## config.mk

```make
export PLATFORM = sky130hd
export DESIGN_NAME = pipelined_bus_master_port
export DESIGN_NICKNAME = d
export VERILOG_FILES = /design/src/rtl/bus_master_pkg.sv /design/src/rtl/burst_word_order.sv /design/src/rtl/pipelined_bus_master_port.sv
export SDC_FILE = /design/constraint.sdc
export NUM_CORES = 1
export LEC_CHECK = 0
export BUFFER_PORTS_ARGS = -buffer_cell sky130_fd_sc_hd__buf_2
export CORE_MARGIN = 8
export CORE_UTILIZATION = 46
export DETAILED_ROUTE_END_ITERATION = 10
export GPL_ROUTABILITY_DRIVEN = 0
export PLACE_DENSITY = 0.8
export SLEW_MARGIN = 20
export SYNTH_ARGS = -nofsm -noshare
export SYNTH_HDL_FRONTEND = slang
export SYNTH_SLANG_ARGS = --single-unit
```

## constraint.sdc

```tcl
create_clock -name clk_sys -period 2.2 [get_ports clk_sys]
set_clock_uncertainty 0.2 [all_clocks]
set_input_delay 0.44 -clock clk_sys [delete_from_list [all_inputs] [get_ports clk_sys]]
set_output_delay 0.44 -clock clk_sys [all_outputs]
set_load 0.02 [all_outputs]
```

## src/rtl/bus_master_pkg.sv

```systemverilog
// Shared constants and types for the pipelined bus master port
package bus_master_pkg;

	localparam int ADDR_W = 34;
	localparam int DATA_W = 32;
	localparam int BE_W = 4;

	// Word address bits below the 16-byte block boundary
	localparam int WORD_SEL_W = 2;

	// Words in one burst line fill
	localparam logic [2:0] BURST_WORDS = 3'h4;
	localparam logic [2:0] SINGLE_WORDS = 3'h1;

	// Beat index whose advance produces the final burst address
	localparam logic [1:0] BEAT_PENULT = 2'h2;
	localparam logic [1:0] BEAT_FIRST = 2'h0;

	// Clocks from the accepting edge to the first read data sample, minus one
	localparam logic [1:0] SINGLE_GAP = 2'h0;
	localparam logic [1:0] BURST_GAP = 2'h1;

	// Burst line fills transfer whole words
	localparam logic [3:0] BE_FULL = 4'hf;

	// Reset values
	localparam logic [33:0] ADDR_RST = 34'h0;
	localparam logic [31:0] DATA_RST = 32'h0;
	localparam logic [3:0] BE_RST = 4'h0;

	typedef enum logic [1:0] {
		OP_READ = 2'h0,
		OP_WRITE = 2'h1,
		OP_BURST = 2'h2
	} op_e;

	typedef enum logic [1:0] {
		ST_IDLE = 2'h0,
		ST_ADDR = 2'h1,
		ST_DATA = 2'h3
	} state_e;

endpackage

```

## src/rtl/burst_word_order.sv

```systemverilog
// Word selection within a 16-byte block for burst address progression
`timescale 1ns/10ps
module burst_word_order (
	input logic [1:0] start,
	input logic [1:0] step,
	input logic sub_order,
	output logic [1:0] word
);

	wire [1:0] seq_word = 2'(start + step);
	wire [1:0] sub_word = start ^ step;

	assign word = sub_order ? sub_word : seq_word;

endmodule

```

## src/rtl/pipelined_bus_master_port.sv

```systemverilog
// Master end of the pipelined in-order system bus: single read, single write, burst read
//
// Function
// - Put a new address on the bus at once, not waiting for address ready.
// - Hold address and byte enables until the edge after address ready is high.
// - Drive a 34-bit word address and 4-bit byte enables on every transaction.
// - Single read raises instruction flag only for uncached instruction fetches.
// - Address valid is high in every clock a valid address is on the bus.
// - Write direction stays low for reads.
// - Single read samples data one clock after address ready, then until valid.
// - Write raises write direction together with address valid.
// - Write data starts with the address, held until edge after write ready.
// - A burst read moves four words of one aligned block, critical word first.
// - Sequential burst order increments word bits and wraps inside the block.
// - Sub-block burst order is start word xor beat count.
// - Burst indicator is high while any burst address is on the bus.
// - First marker on the first burst address, last marker on the last.
// - Instruction flag is high during a burst that fills the instruction cache.
// - Burst samples data two clocks after address ready, capturing each valid word.
// - Address ready low within a burst holds the current address one more clock.
// - Address valid stays high while any burst address remains on the bus.
`timescale 1ns/10ps
module pipelined_bus_master_port (
	input logic clk_sys,
	input logic rst_b,
	input logic req_valid,
	output logic req_ready,
	input logic [1:0] req_op,
	input logic [33:0] req_addr,
	input logic [3:0] req_be,
	input logic [31:0] req_wdata,
	input logic req_instr,
	output logic rsp_valid,
	output logic [31:0] rsp_data,
	output logic rsp_error,
	output logic rsp_last,
	output logic wr_done,
	output logic wr_error,
	output logic [33:0] bus_word_address,
	output logic [3:0] bus_byte_enables,
	output logic address_valid_out,
	input logic address_ready_in,
	output logic write_direction,
	output logic instruction_fetch_flag,
	output logic burst_indicator,
	output logic burst_first_marker,
	output logic burst_last_marker,
	input logic subblock_order_select,
	input logic [31:0] read_data_in,
	input logic read_valid_in,
	input logic read_bus_error_in,
	output logic [31:0] write_data_out,
	input logic write_data_ready_in,
	input logic write_bus_error_in
);

	bus_master_pkg::state_e state_r, state_nxt;
	logic req_ready_r;
	logic [33:0] addr_r, addr_nxt;
	logic [3:0] be_r, be_nxt;
	logic addr_valid_r, addr_valid_nxt;
	logic write_r, write_nxt;
	logic instr_r, instr_nxt;
	logic burst_r, burst_nxt;
	logic first_r, first_nxt;
	logic last_r, last_nxt;
	logic [1:0] beat_r, beat_nxt;
	logic [1:0] start_r;
	logic sub_r;
	logic [2:0] rd_left_r, rd_left_nxt;
	logic [1:0] rd_wait_r, rd_wait_nxt;
	logic [31:0] wdata_r;
	logic wd_live_r, wd_live_nxt;
	logic wchk_r;
	logic rsp_valid_r, rsp_error_r, rsp_last_r;
	logic [31:0] rsp_data_r;
	logic wr_done_r, wr_error_r;
	logic [1:0] next_word;

	// Request decode
	wire take = req_valid && req_ready_r;
	wire req_burst = req_op == bus_master_pkg::OP_BURST;
	wire req_write = req_op == bus_master_pkg::OP_WRITE;
	wire take_write = take && req_write;

	// Address phase decode
	wire addr_take = addr_valid_r && address_ready_in;
	wire more_beats = burst_r && !last_r;
	wire advance = addr_take && more_beats;
	wire addr_end = addr_take && !more_beats;
	wire rd_first_take = addr_take && !write_r && (!burst_r || first_r);

	// Data phase decode
	wire samp = (rd_left_r != 3'h0) && (rd_wait_r == 2'h0);
	wire got = samp && read_valid_in;
	wire wd_ack = wd_live_r && write_data_ready_in;
	wire all_done = (rd_left_r == 3'h0) && !wd_live_r && !wchk_r;
	wire [1:0] beat_inc = 2'(beat_r + 2'h1);

	burst_word_order u_order (
		.start(start_r),
		.step(beat_inc),
		.sub_order(sub_r),
		.word(next_word)
	);

	assign addr_nxt = take ? req_addr :
		advance ? {addr_r[33:2], next_word} : addr_r;
	assign be_nxt = take ? (req_burst ? bus_master_pkg::BE_FULL : req_be) : be_r;
	assign addr_valid_nxt = take ? 1'b1 : (addr_end ? 1'b0 : addr_valid_r);
	assign write_nxt = take ? req_write : (addr_end ? 1'b0 : write_r);
	assign instr_nxt = take ? (req_instr && !req_write) : (addr_end ? 1'b0 : instr_r);
	assign burst_nxt = take ? req_burst : (addr_end ? 1'b0 : burst_r);
	assign first_nxt = take ? req_burst : ((advance || addr_end) ? 1'b0 : first_r);
	assign last_nxt = take ? 1'b0 :
		advance ? (beat_r == bus_master_pkg::BEAT_PENULT) : (addr_end ? 1'b0 : last_r);
	assign beat_nxt = take ? bus_master_pkg::BEAT_FIRST : (advance ? beat_inc : beat_r);

	assign rd_left_nxt = rd_first_take ?
		(burst_r ? bus_master_pkg::BURST_WORDS : bus_master_pkg::SINGLE_WORDS) :
		(got ? 3'(rd_left_r - 3'h1) : rd_left_r);
	assign rd_wait_nxt = rd_first_take ?
		(burst_r ? bus_master_pkg::BURST_GAP : bus_master_pkg::SINGLE_GAP) :
		((rd_wait_r != 2'h0) ? 2'(rd_wait_r - 2'h1) : rd_wait_r);
	// hold data until write ready seen
	assign wd_live_nxt = take_write ? 1'b1 : (wd_ack ? 1'b0 : wd_live_r);

	// One transaction at a time keeps read data order trivially in step
	always_comb begin
		state_nxt = state_r;
		unique case (state_r)
			bus_master_pkg::ST_IDLE: begin
				if (take) begin
					state_nxt = bus_master_pkg::ST_ADDR;
				end
			end
			bus_master_pkg::ST_ADDR: begin
				if (addr_end) begin
					state_nxt = bus_master_pkg::ST_DATA;
				end
			end
			bus_master_pkg::ST_DATA: begin
				if (all_done) begin
					state_nxt = bus_master_pkg::ST_IDLE;
				end
			end
			default: begin
				state_nxt = bus_master_pkg::ST_IDLE;
			end
		endcase
	end

	always_ff @(posedge clk_sys) begin
		if (!rst_b) begin
			state_r <= bus_master_pkg::ST_IDLE;
			req_ready_r <= 1'b0;
		end else begin
			state_r <= state_nxt;
			req_ready_r <= state_nxt == bus_master_pkg::ST_IDLE;
		end
	end

	always_ff @(posedge clk_sys) begin
		if (!rst_b) begin
			addr_r <= bus_master_pkg::ADDR_RST;
			be_r <= bus_master_pkg::BE_RST;
			addr_valid_r <= 1'b0;
			write_r <= 1'b0;
			instr_r <= 1'b0;
			burst_r <= 1'b0;
			first_r <= 1'b0;
			last_r <= 1'b0;
			beat_r <= bus_master_pkg::BEAT_FIRST;
		end else begin
			addr_r <= addr_nxt;
			be_r <= be_nxt;
			addr_valid_r <= addr_valid_nxt;
			write_r <= write_nxt;
			instr_r <= instr_nxt;
			burst_r <= burst_nxt;
			first_r <= first_nxt;
			last_r <= last_nxt;
			beat_r <= beat_nxt;
		end
	end

	// Order pin caught per burst so a mid-burst change cannot scramble it
	always_ff @(posedge clk_sys) begin
		if (!rst_b) begin
			start_r <= 2'h0;
			sub_r <= 1'b0;
			wdata_r <= bus_master_pkg::DATA_RST;
		end else begin
			if (take) begin
				start_r <= req_addr[1:0];
				sub_r <= subblock_order_select;
			end
			if (take_write) begin
				wdata_r <= req_wdata;
			end
		end
	end

	always_ff @(posedge clk_sys) begin
		if (!rst_b) begin
			rd_left_r <= 3'h0;
			rd_wait_r <= 2'h0;
			wd_live_r <= 1'b0;
			wchk_r <= 1'b0;
		end else begin
			rd_left_r <= rd_left_nxt;
			rd_wait_r <= rd_wait_nxt;
			wd_live_r <= wd_live_nxt;
			// error sampled one clock after write ready
			wchk_r <= wd_ack;
		end
	end

	always_ff @(posedge clk_sys) begin
		if (!rst_b) begin
			rsp_valid_r <= 1'b0;
			rsp_data_r <= bus_master_pkg::DATA_RST;
			rsp_error_r <= 1'b0;
			rsp_last_r <= 1'b0;
			wr_done_r <= 1'b0;
			wr_error_r <= 1'b0;
		end else begin
			rsp_valid_r <= got;
			rsp_error_r <= got && read_bus_error_in;
			rsp_last_r <= got && (rd_left_r == 3'h1);
			if (got) begin
				rsp_data_r <= read_data_in;
			end
			wr_done_r <= wchk_r;
			wr_error_r <= wchk_r && write_bus_error_in;
		end
	end

	assign req_ready = req_ready_r;
	assign rsp_valid = rsp_valid_r;
	assign rsp_data = rsp_data_r;
	assign rsp_error = rsp_error_r;
	assign rsp_last = rsp_last_r;
	assign wr_done = wr_done_r;
	assign wr_error = wr_error_r;
	assign bus_word_address = addr_r;
	assign bus_byte_enables = be_r;
	assign address_valid_out = addr_valid_r;
	assign write_direction = write_r;
	assign instruction_fetch_flag = instr_r;
	assign burst_indicator = burst_r;
	assign burst_first_marker = first_r;
	assign burst_last_marker = last_r;
	assign write_data_out = wdata_r;

	// Helper: addresses accepted (address valid and address ready) in the current burst
	logic [2:0] chk_beats_r;
	always_ff @(posedge clk_sys) begin
		if (!rst_b || take) begin
			chk_beats_r <= 3'h0;
		end else if (addr_take && burst_r) begin
			chk_beats_r <= 3'(chk_beats_r + 3'h1);
		end
	end
endmodule

```

* Yosys cells after proc, flatten, opt, wreduce, memory -nomap -nowiden
Cells that the tools add are included.
** Cells by class
- $add $sub $neg :: 4
- Multiplexer cells :: 24
- Bitwise gates (word level) :: 2
- Equal/unequal tests :: 6
- Reduce and logical (&&, ||, !) cells :: 40
** Operators with widths (count)
- $mux W34 :: 1
- $logic_and A1 B1 Y1 :: 17
- $reduce_bool A2 Y1 :: 8
- $mux W2 :: 7
- $mux W1 :: 11
- $mux W3 :: 3
- $logic_not A1 Y1 :: 7
- $eq A2 B2 Y1 const B :: 3
- $logic_not A2 Y1 :: 3
- $pmux W2 S3 :: 1
- $eq A2 B1 Y1 const B :: 2
- $mux W4 :: 1
- $eq A3 B1 Y1 const B :: 1
- $logic_not A3 Y1 :: 1
- $reduce_bool A3 Y1 :: 1
- $sub A3 B1 Y3 const B :: 1
- $add A2 B1 Y2 const B :: 1
- $add A2 B2 Y2 :: 1
- $logic_or A1 B1 Y1 :: 2
- $reduce_or A2 Y1 :: 1
- $sub A2 B1 Y2 const B :: 1
- $xor A2 B2 Y2 :: 1
- $not A1 Y1 :: 1
** Storage, ports and cells
- Bits of input ports :: 114
- Output and inout port bits :: 114
- Flip-flop bits (word level) :: 128
- Word-level logic and storage cells :: 101

* Longest topological paths before layout
- Depth after elaboration :: 7
- Mapped depth :: 7
- Depth with buffers taken out :: 5

* Hierarchy
Synthesis repeated with hierarchy kept, for this count alone.
** Second synthesis, totals
- Cell total of the unflattened synthesis :: 569
- Area, all modules :: 5029.8 um^2
** By module, submodules not included
- pipelined_bus_master_port :: seq. area each 2562.5 um^2, instances 1, cells each 565, area an instance 4993.5 um^2
- burst_word_order :: seq. area each 0.0 um^2, instances 1, cells each 4, area an instance 36.3 um^2

* Worst setup path before layout
No wires, ideal clock.
- Path kind :: register to register
- From :: reg rd_left_r[0]
- To :: reg rsp_data_r[17] (netlist: rsp_data[17])
- Stages on the path, launching flop included :: 8
- Period minus slack after synthesis :: 1.555 ns
- Path buffers :: 2
- Data required time :: 1.868 ns
- Slack :: 0.645 ns
- Arrival time :: 1.223 ns
- Setup time :: 0.132 ns
- Cells stage by stage :: dfxtp_1 inv_1 ha_1 nor2b_1 buf_2 clkbuf_2 o21ai_0 a21oi_1
** On the way
- Longest elaborated chain between the ends :: 3
** RTL lines
- start: declaration :: line pipelined_bus_master_port.sv:70 : logic [2:0] rd_left_r, rd_left_nxt;
- start signal: assignment :: line pipelined_bus_master_port.sv:211 : rd_left_r <= rd_left_nxt;
- $reduce_bool A3 Y1 :: line pipelined_bus_master_port.sv:94 : wire samp = (rd_left_r != 3'h0) && (rd_wait_r == 2'h0);
- $logic_and A1 B1 Y1 :: line pipelined_bus_master_port.sv:94
- $logic_and A1 B1 Y1 :: line pipelined_bus_master_port.sv:95 : wire got = samp && read_valid_in;
- end signal: assignment :: line pipelined_bus_master_port.sv:222 : rsp_data_r <= bus_master_pkg::DATA_RST;
- end signal: assignment :: line pipelined_bus_master_port.sv:232 : rsp_data_r <= read_data_in;
- end: declaration :: line pipelined_bus_master_port.sv:76 : logic [31:0] rsp_data_r;
Every way passes these cells.
A chain may end at the register's enable or synchronous reset.

* Worst setup path after layout
- From :: reg rd_left_r[0]
- To :: reg rsp_data_r[20] (netlist: rsp_data[20])
The elaborated chain is that of the path after synthesis.

==> impl_metrics.json <==
{
  "fill_cells": 715,
  "cp_max_fo": 18,
  "cp.arrival_ps": 2090,
  "hp-class": "in2reg",
  "final_common_cell": "buf_2",
  "dp_cells": 899,
  "die_area_um2": 13890,
  "tightestPinTransition_ps": 617.2,
  "overflow": 0,
  "rsz0062_at_grt": "false",
  "drc": 0,
  "power_frac_clock": 0.389,
  "status": "finished, final reports clean",
  "clkSlewWorstSetupHoldPaths_ps": 60,
  "syn_area_per_cell_um2": 8.370,
  "port-buffer-count": 227,
  "power_mw": 6.833,
  "crit_path_max_incr_delay_ps": 570,
  "drt_first_iter_violations": 520,
  "syn_inst": 570,
  "fin_crit_sh": 0.8444,
  "final_nets": 1005,
  "swShare": 0.2959,
  "yosysSeqAreaShare": 0.5371,
  "maxSlewViolCount": 0,
  "drive_above_1_share": 0.3140,
  "fmax_mhz": 538.3,
  "syn_area_um2": 4771,
  "vias": 5363,
  "switching_power_mw": 2.022,
  "hold_slack_ps": 20.02,
  "post_drt_wl_per_cell_um": 16.23,
  "die_h_um": 117.8,
  "combPwrFrac": 0.230,
  "grt_pass1_wl_um": 26570,
  "layout.cells.non_filler": 1035,
  "slowest_stage": "nor2b_2",
  "cts_tree": "done",
  "drt-vias-per-instance": 5.182,
  "cts_setup_buffers": 0,
  "area_growth_pct": 59.51,
  "p_leak_nw": 3.391,
  "ys_seq_elements": 128,
  "cp-end-kind": "flop",
  "start_util": 0.4684,
  "cap_violations": 0,
  "multiInputGateArea_um2": 1962,
  "first_pass_iters": 6,
  "numClockSinks": 128,
  "finalSetupViolations": 0,
  "core_um2": 10180,
  "p_int_mw": 4.811,
  "max-clock-path-buffers": 2,
  "track_usage": 0.2310,
  "grt_pass1_vias": 5380,
  "root_buffer": "clkbuf_8",
  "dpl_cell_area_um2": 6000,
  "ant_nets": 0,
  "period_minus_slack_ps": 1858,
  "cts_buffers": 17,
  "design_area_um2": 7610,
  "die_w_um": 117.8,
  "final_hold_viol_count": 0,
  "seq_power_share": 0.381,
  "layout_common_cells": "buf_2 (227), nand2_1 (142), dfxtp_1 (128)",
  "pwr_density_cell_nw_per_um2": 897.9,
  "cp.required_ps": 2430,
  "htreeDepth": 4,
  "syn_nets": 690,
  "ys_warn_count": 0,
  "start_kind": "flop",
  "slew_headroom": 0.5867,
  "crit_type": "reg2reg",
  "crit_chain": "inv_1 > ha_1 > nor2b_2 > o21ai_0 > a21oi_1",
  "num_rows": 37,
  "ir_drop_v": 0.0005317,
  "finalSetupTns_ps": 0,
  "wl_um": 16800,
  "antenna_found_initial": 1,
  "boundaryPins": 228,
  "seqCellArea_um2": 2562,
  "yosysUniqueCellTypes": 41,
  "grt_max_degree": 41,
  "hpwl_um": 10630,
  "clock_latency_ps": 500
}
cell usage after synthesis:
library cell  count  area share
nand2_1         142        0.11
dfxtp_1         128        0.54
a21oi_1         106        0.11
o21ai_0          39       0.041
nand3_1          37       0.039
buf_2            27       0.028
clkbuf_1         13       0.010
inv_1             8      0.0063
ha_1              6       0.016
nor2_1            5      0.0039
buf_4             4      0.0063
o221a_2           4      0.0094
xnor2_1           4      0.0073
a31oi_1           3      0.0039
and2_1            3      0.0039
and3_1            3      0.0039
clkbuf_2          3      0.0031
nand2b_1          3      0.0039
nor2b_1           3      0.0039
o211ai_1          3      0.0047
and4b_1           2      0.0042
nand4b_1          2      0.0037
nor3_1            2      0.0021
o21a_1            2      0.0031
or3_1             2      0.0026
a211oi_1          1      0.0016
a311oi_1          1      0.0018
and2_2            1      0.0016
and3b_1           1      0.0018
and4_1            1      0.0018
inv_2             1     0.00079
nand2_2           1      0.0013
nand4_1           1      0.0013
nor2b_4           1      0.0029
nor4b_2           1      0.0031
o211a_1           1      0.0021
o221ai_1          1      0.0018
o31a_1            1      0.0018
o31ai_1           1      0.0016
or3_4             1      0.0024
or4_1             1      0.0016
critical path, delay by kind of cell, from the launching register on:
family	cells	cell delay (ps)
AO/OA/AOI/OAI	2	370
adder cells (fa/ha/maj)	1	240
buffers and inverters	1	100
flip-flops	1	320
AND/OR/NAND/NOR	1	570
path summary, 6_finish.rpt:
check / from / to / slack (ps) / cells past startpoint
setup / recovery: rd_left_r[0]$_SDFFE_PN0P_ / rsp_data[20]$_SDFFE_PN0P_ / 340 / 5
hold / removal: read_data_in[25] / rsp_data[25]$_SDFFE_PN0P_ / 20 / 3
setup reg to reg: rd_left_r[0]$_SDFFE_PN0P_ / rsp_data[20]$_SDFFE_PN0P_ / 340 / 5
hold reg to reg: bus_word_address[24]$_SDFFE_PN0P_ / bus_word_address[24]$_SDFFE_PN0P_ / 250 / 2
flip-flops by register name, indices dropped and copies added, names as in the netlist, 2 cells and up:
name,flops
rd_left_r,3
start_r,2
bus_word_address,34
state_r,2
write_data_out,32
rd_wait_r,2
bus_byte_enables,4
beat_r,2
rsp_data,32
power groups by stage:
stage / logic [mW] / registers [mW] / clock network [mW]
final: 1.57 / 2.60 / 2.66
after global placement: 1.32 / 2.63 / 0
after CTS: 1.53 / 2.60 / 2.71
after global routing: 1.70 / 2.62 / 2.82
after floorplan: 0.741 / 2.82 / 0
after detailed placement: 1.37 / 2.65 / 0
per-layer routing:
metal | vias up | global-route usage | share of wire
met5 | - | 0 | 0
met4 | 0 | 0.09688 | 0.025
met3 | 38 | 0.09448 | 0.096
met2 | 281 | 0.4084 | 0.50
met1 | 2480 | 0.2365 | 0.37
li1 | 2564 | - | -
final cells by class:
| type | count | area share |
|---|---|---|
| antenna | 1 | 0.0003288 |
| tap | 136 | 0.02236 |
| multi-input combinational | 387 | 0.2578 |
| sequential | 128 | 0.3367 |
| clock buffer | 22 | 0.06084 |
| clock inverter | 10 | 0.01447 |
| timing repair buffer | 342 | 0.3029 |
| inverter | 9 | 0.004604 |
stage by stage:
stage / setup slack (ps) / utilization
after global placement: -65.79 / 0.5891
after CTS: 182.8 / 0.7451
after global routing: 202.3 / 0.7472
after detailed placement: -171.4 / 0.5891
final: 342.4 / 0.7472
after floorplan: 644.9 / -
repair_timing:
| action | 4_1_cts | 5_1_grt |
|---|---|---|
| hold buffers | 101 | 1 |
| pin swaps | 0 | 0 |
| endpoints found under the hold margin | 101 | 1 |
| gates cloned | 0 | 1 |
| setup endpoints to repair | 34 | 1 |
| gates resized for setup | 1 | 0 |
cell families (layout without fill, tap and decap cells):
kind of cell               Yosys count  in the layout  share of synthesized area
AOI/OAI and AO/OA                  163            163                     0.1841
adders and majority gates            6              6                    0.01574
and+or+nand+nor                    213            214                     0.2006
xor gates and xnor gates             4              4                   0.007343
DFF                                128            128                     0.5371
buffers and inverters               56            383                    0.05507
other                                0              1                          0
Power figures use the tool's default switching activity.
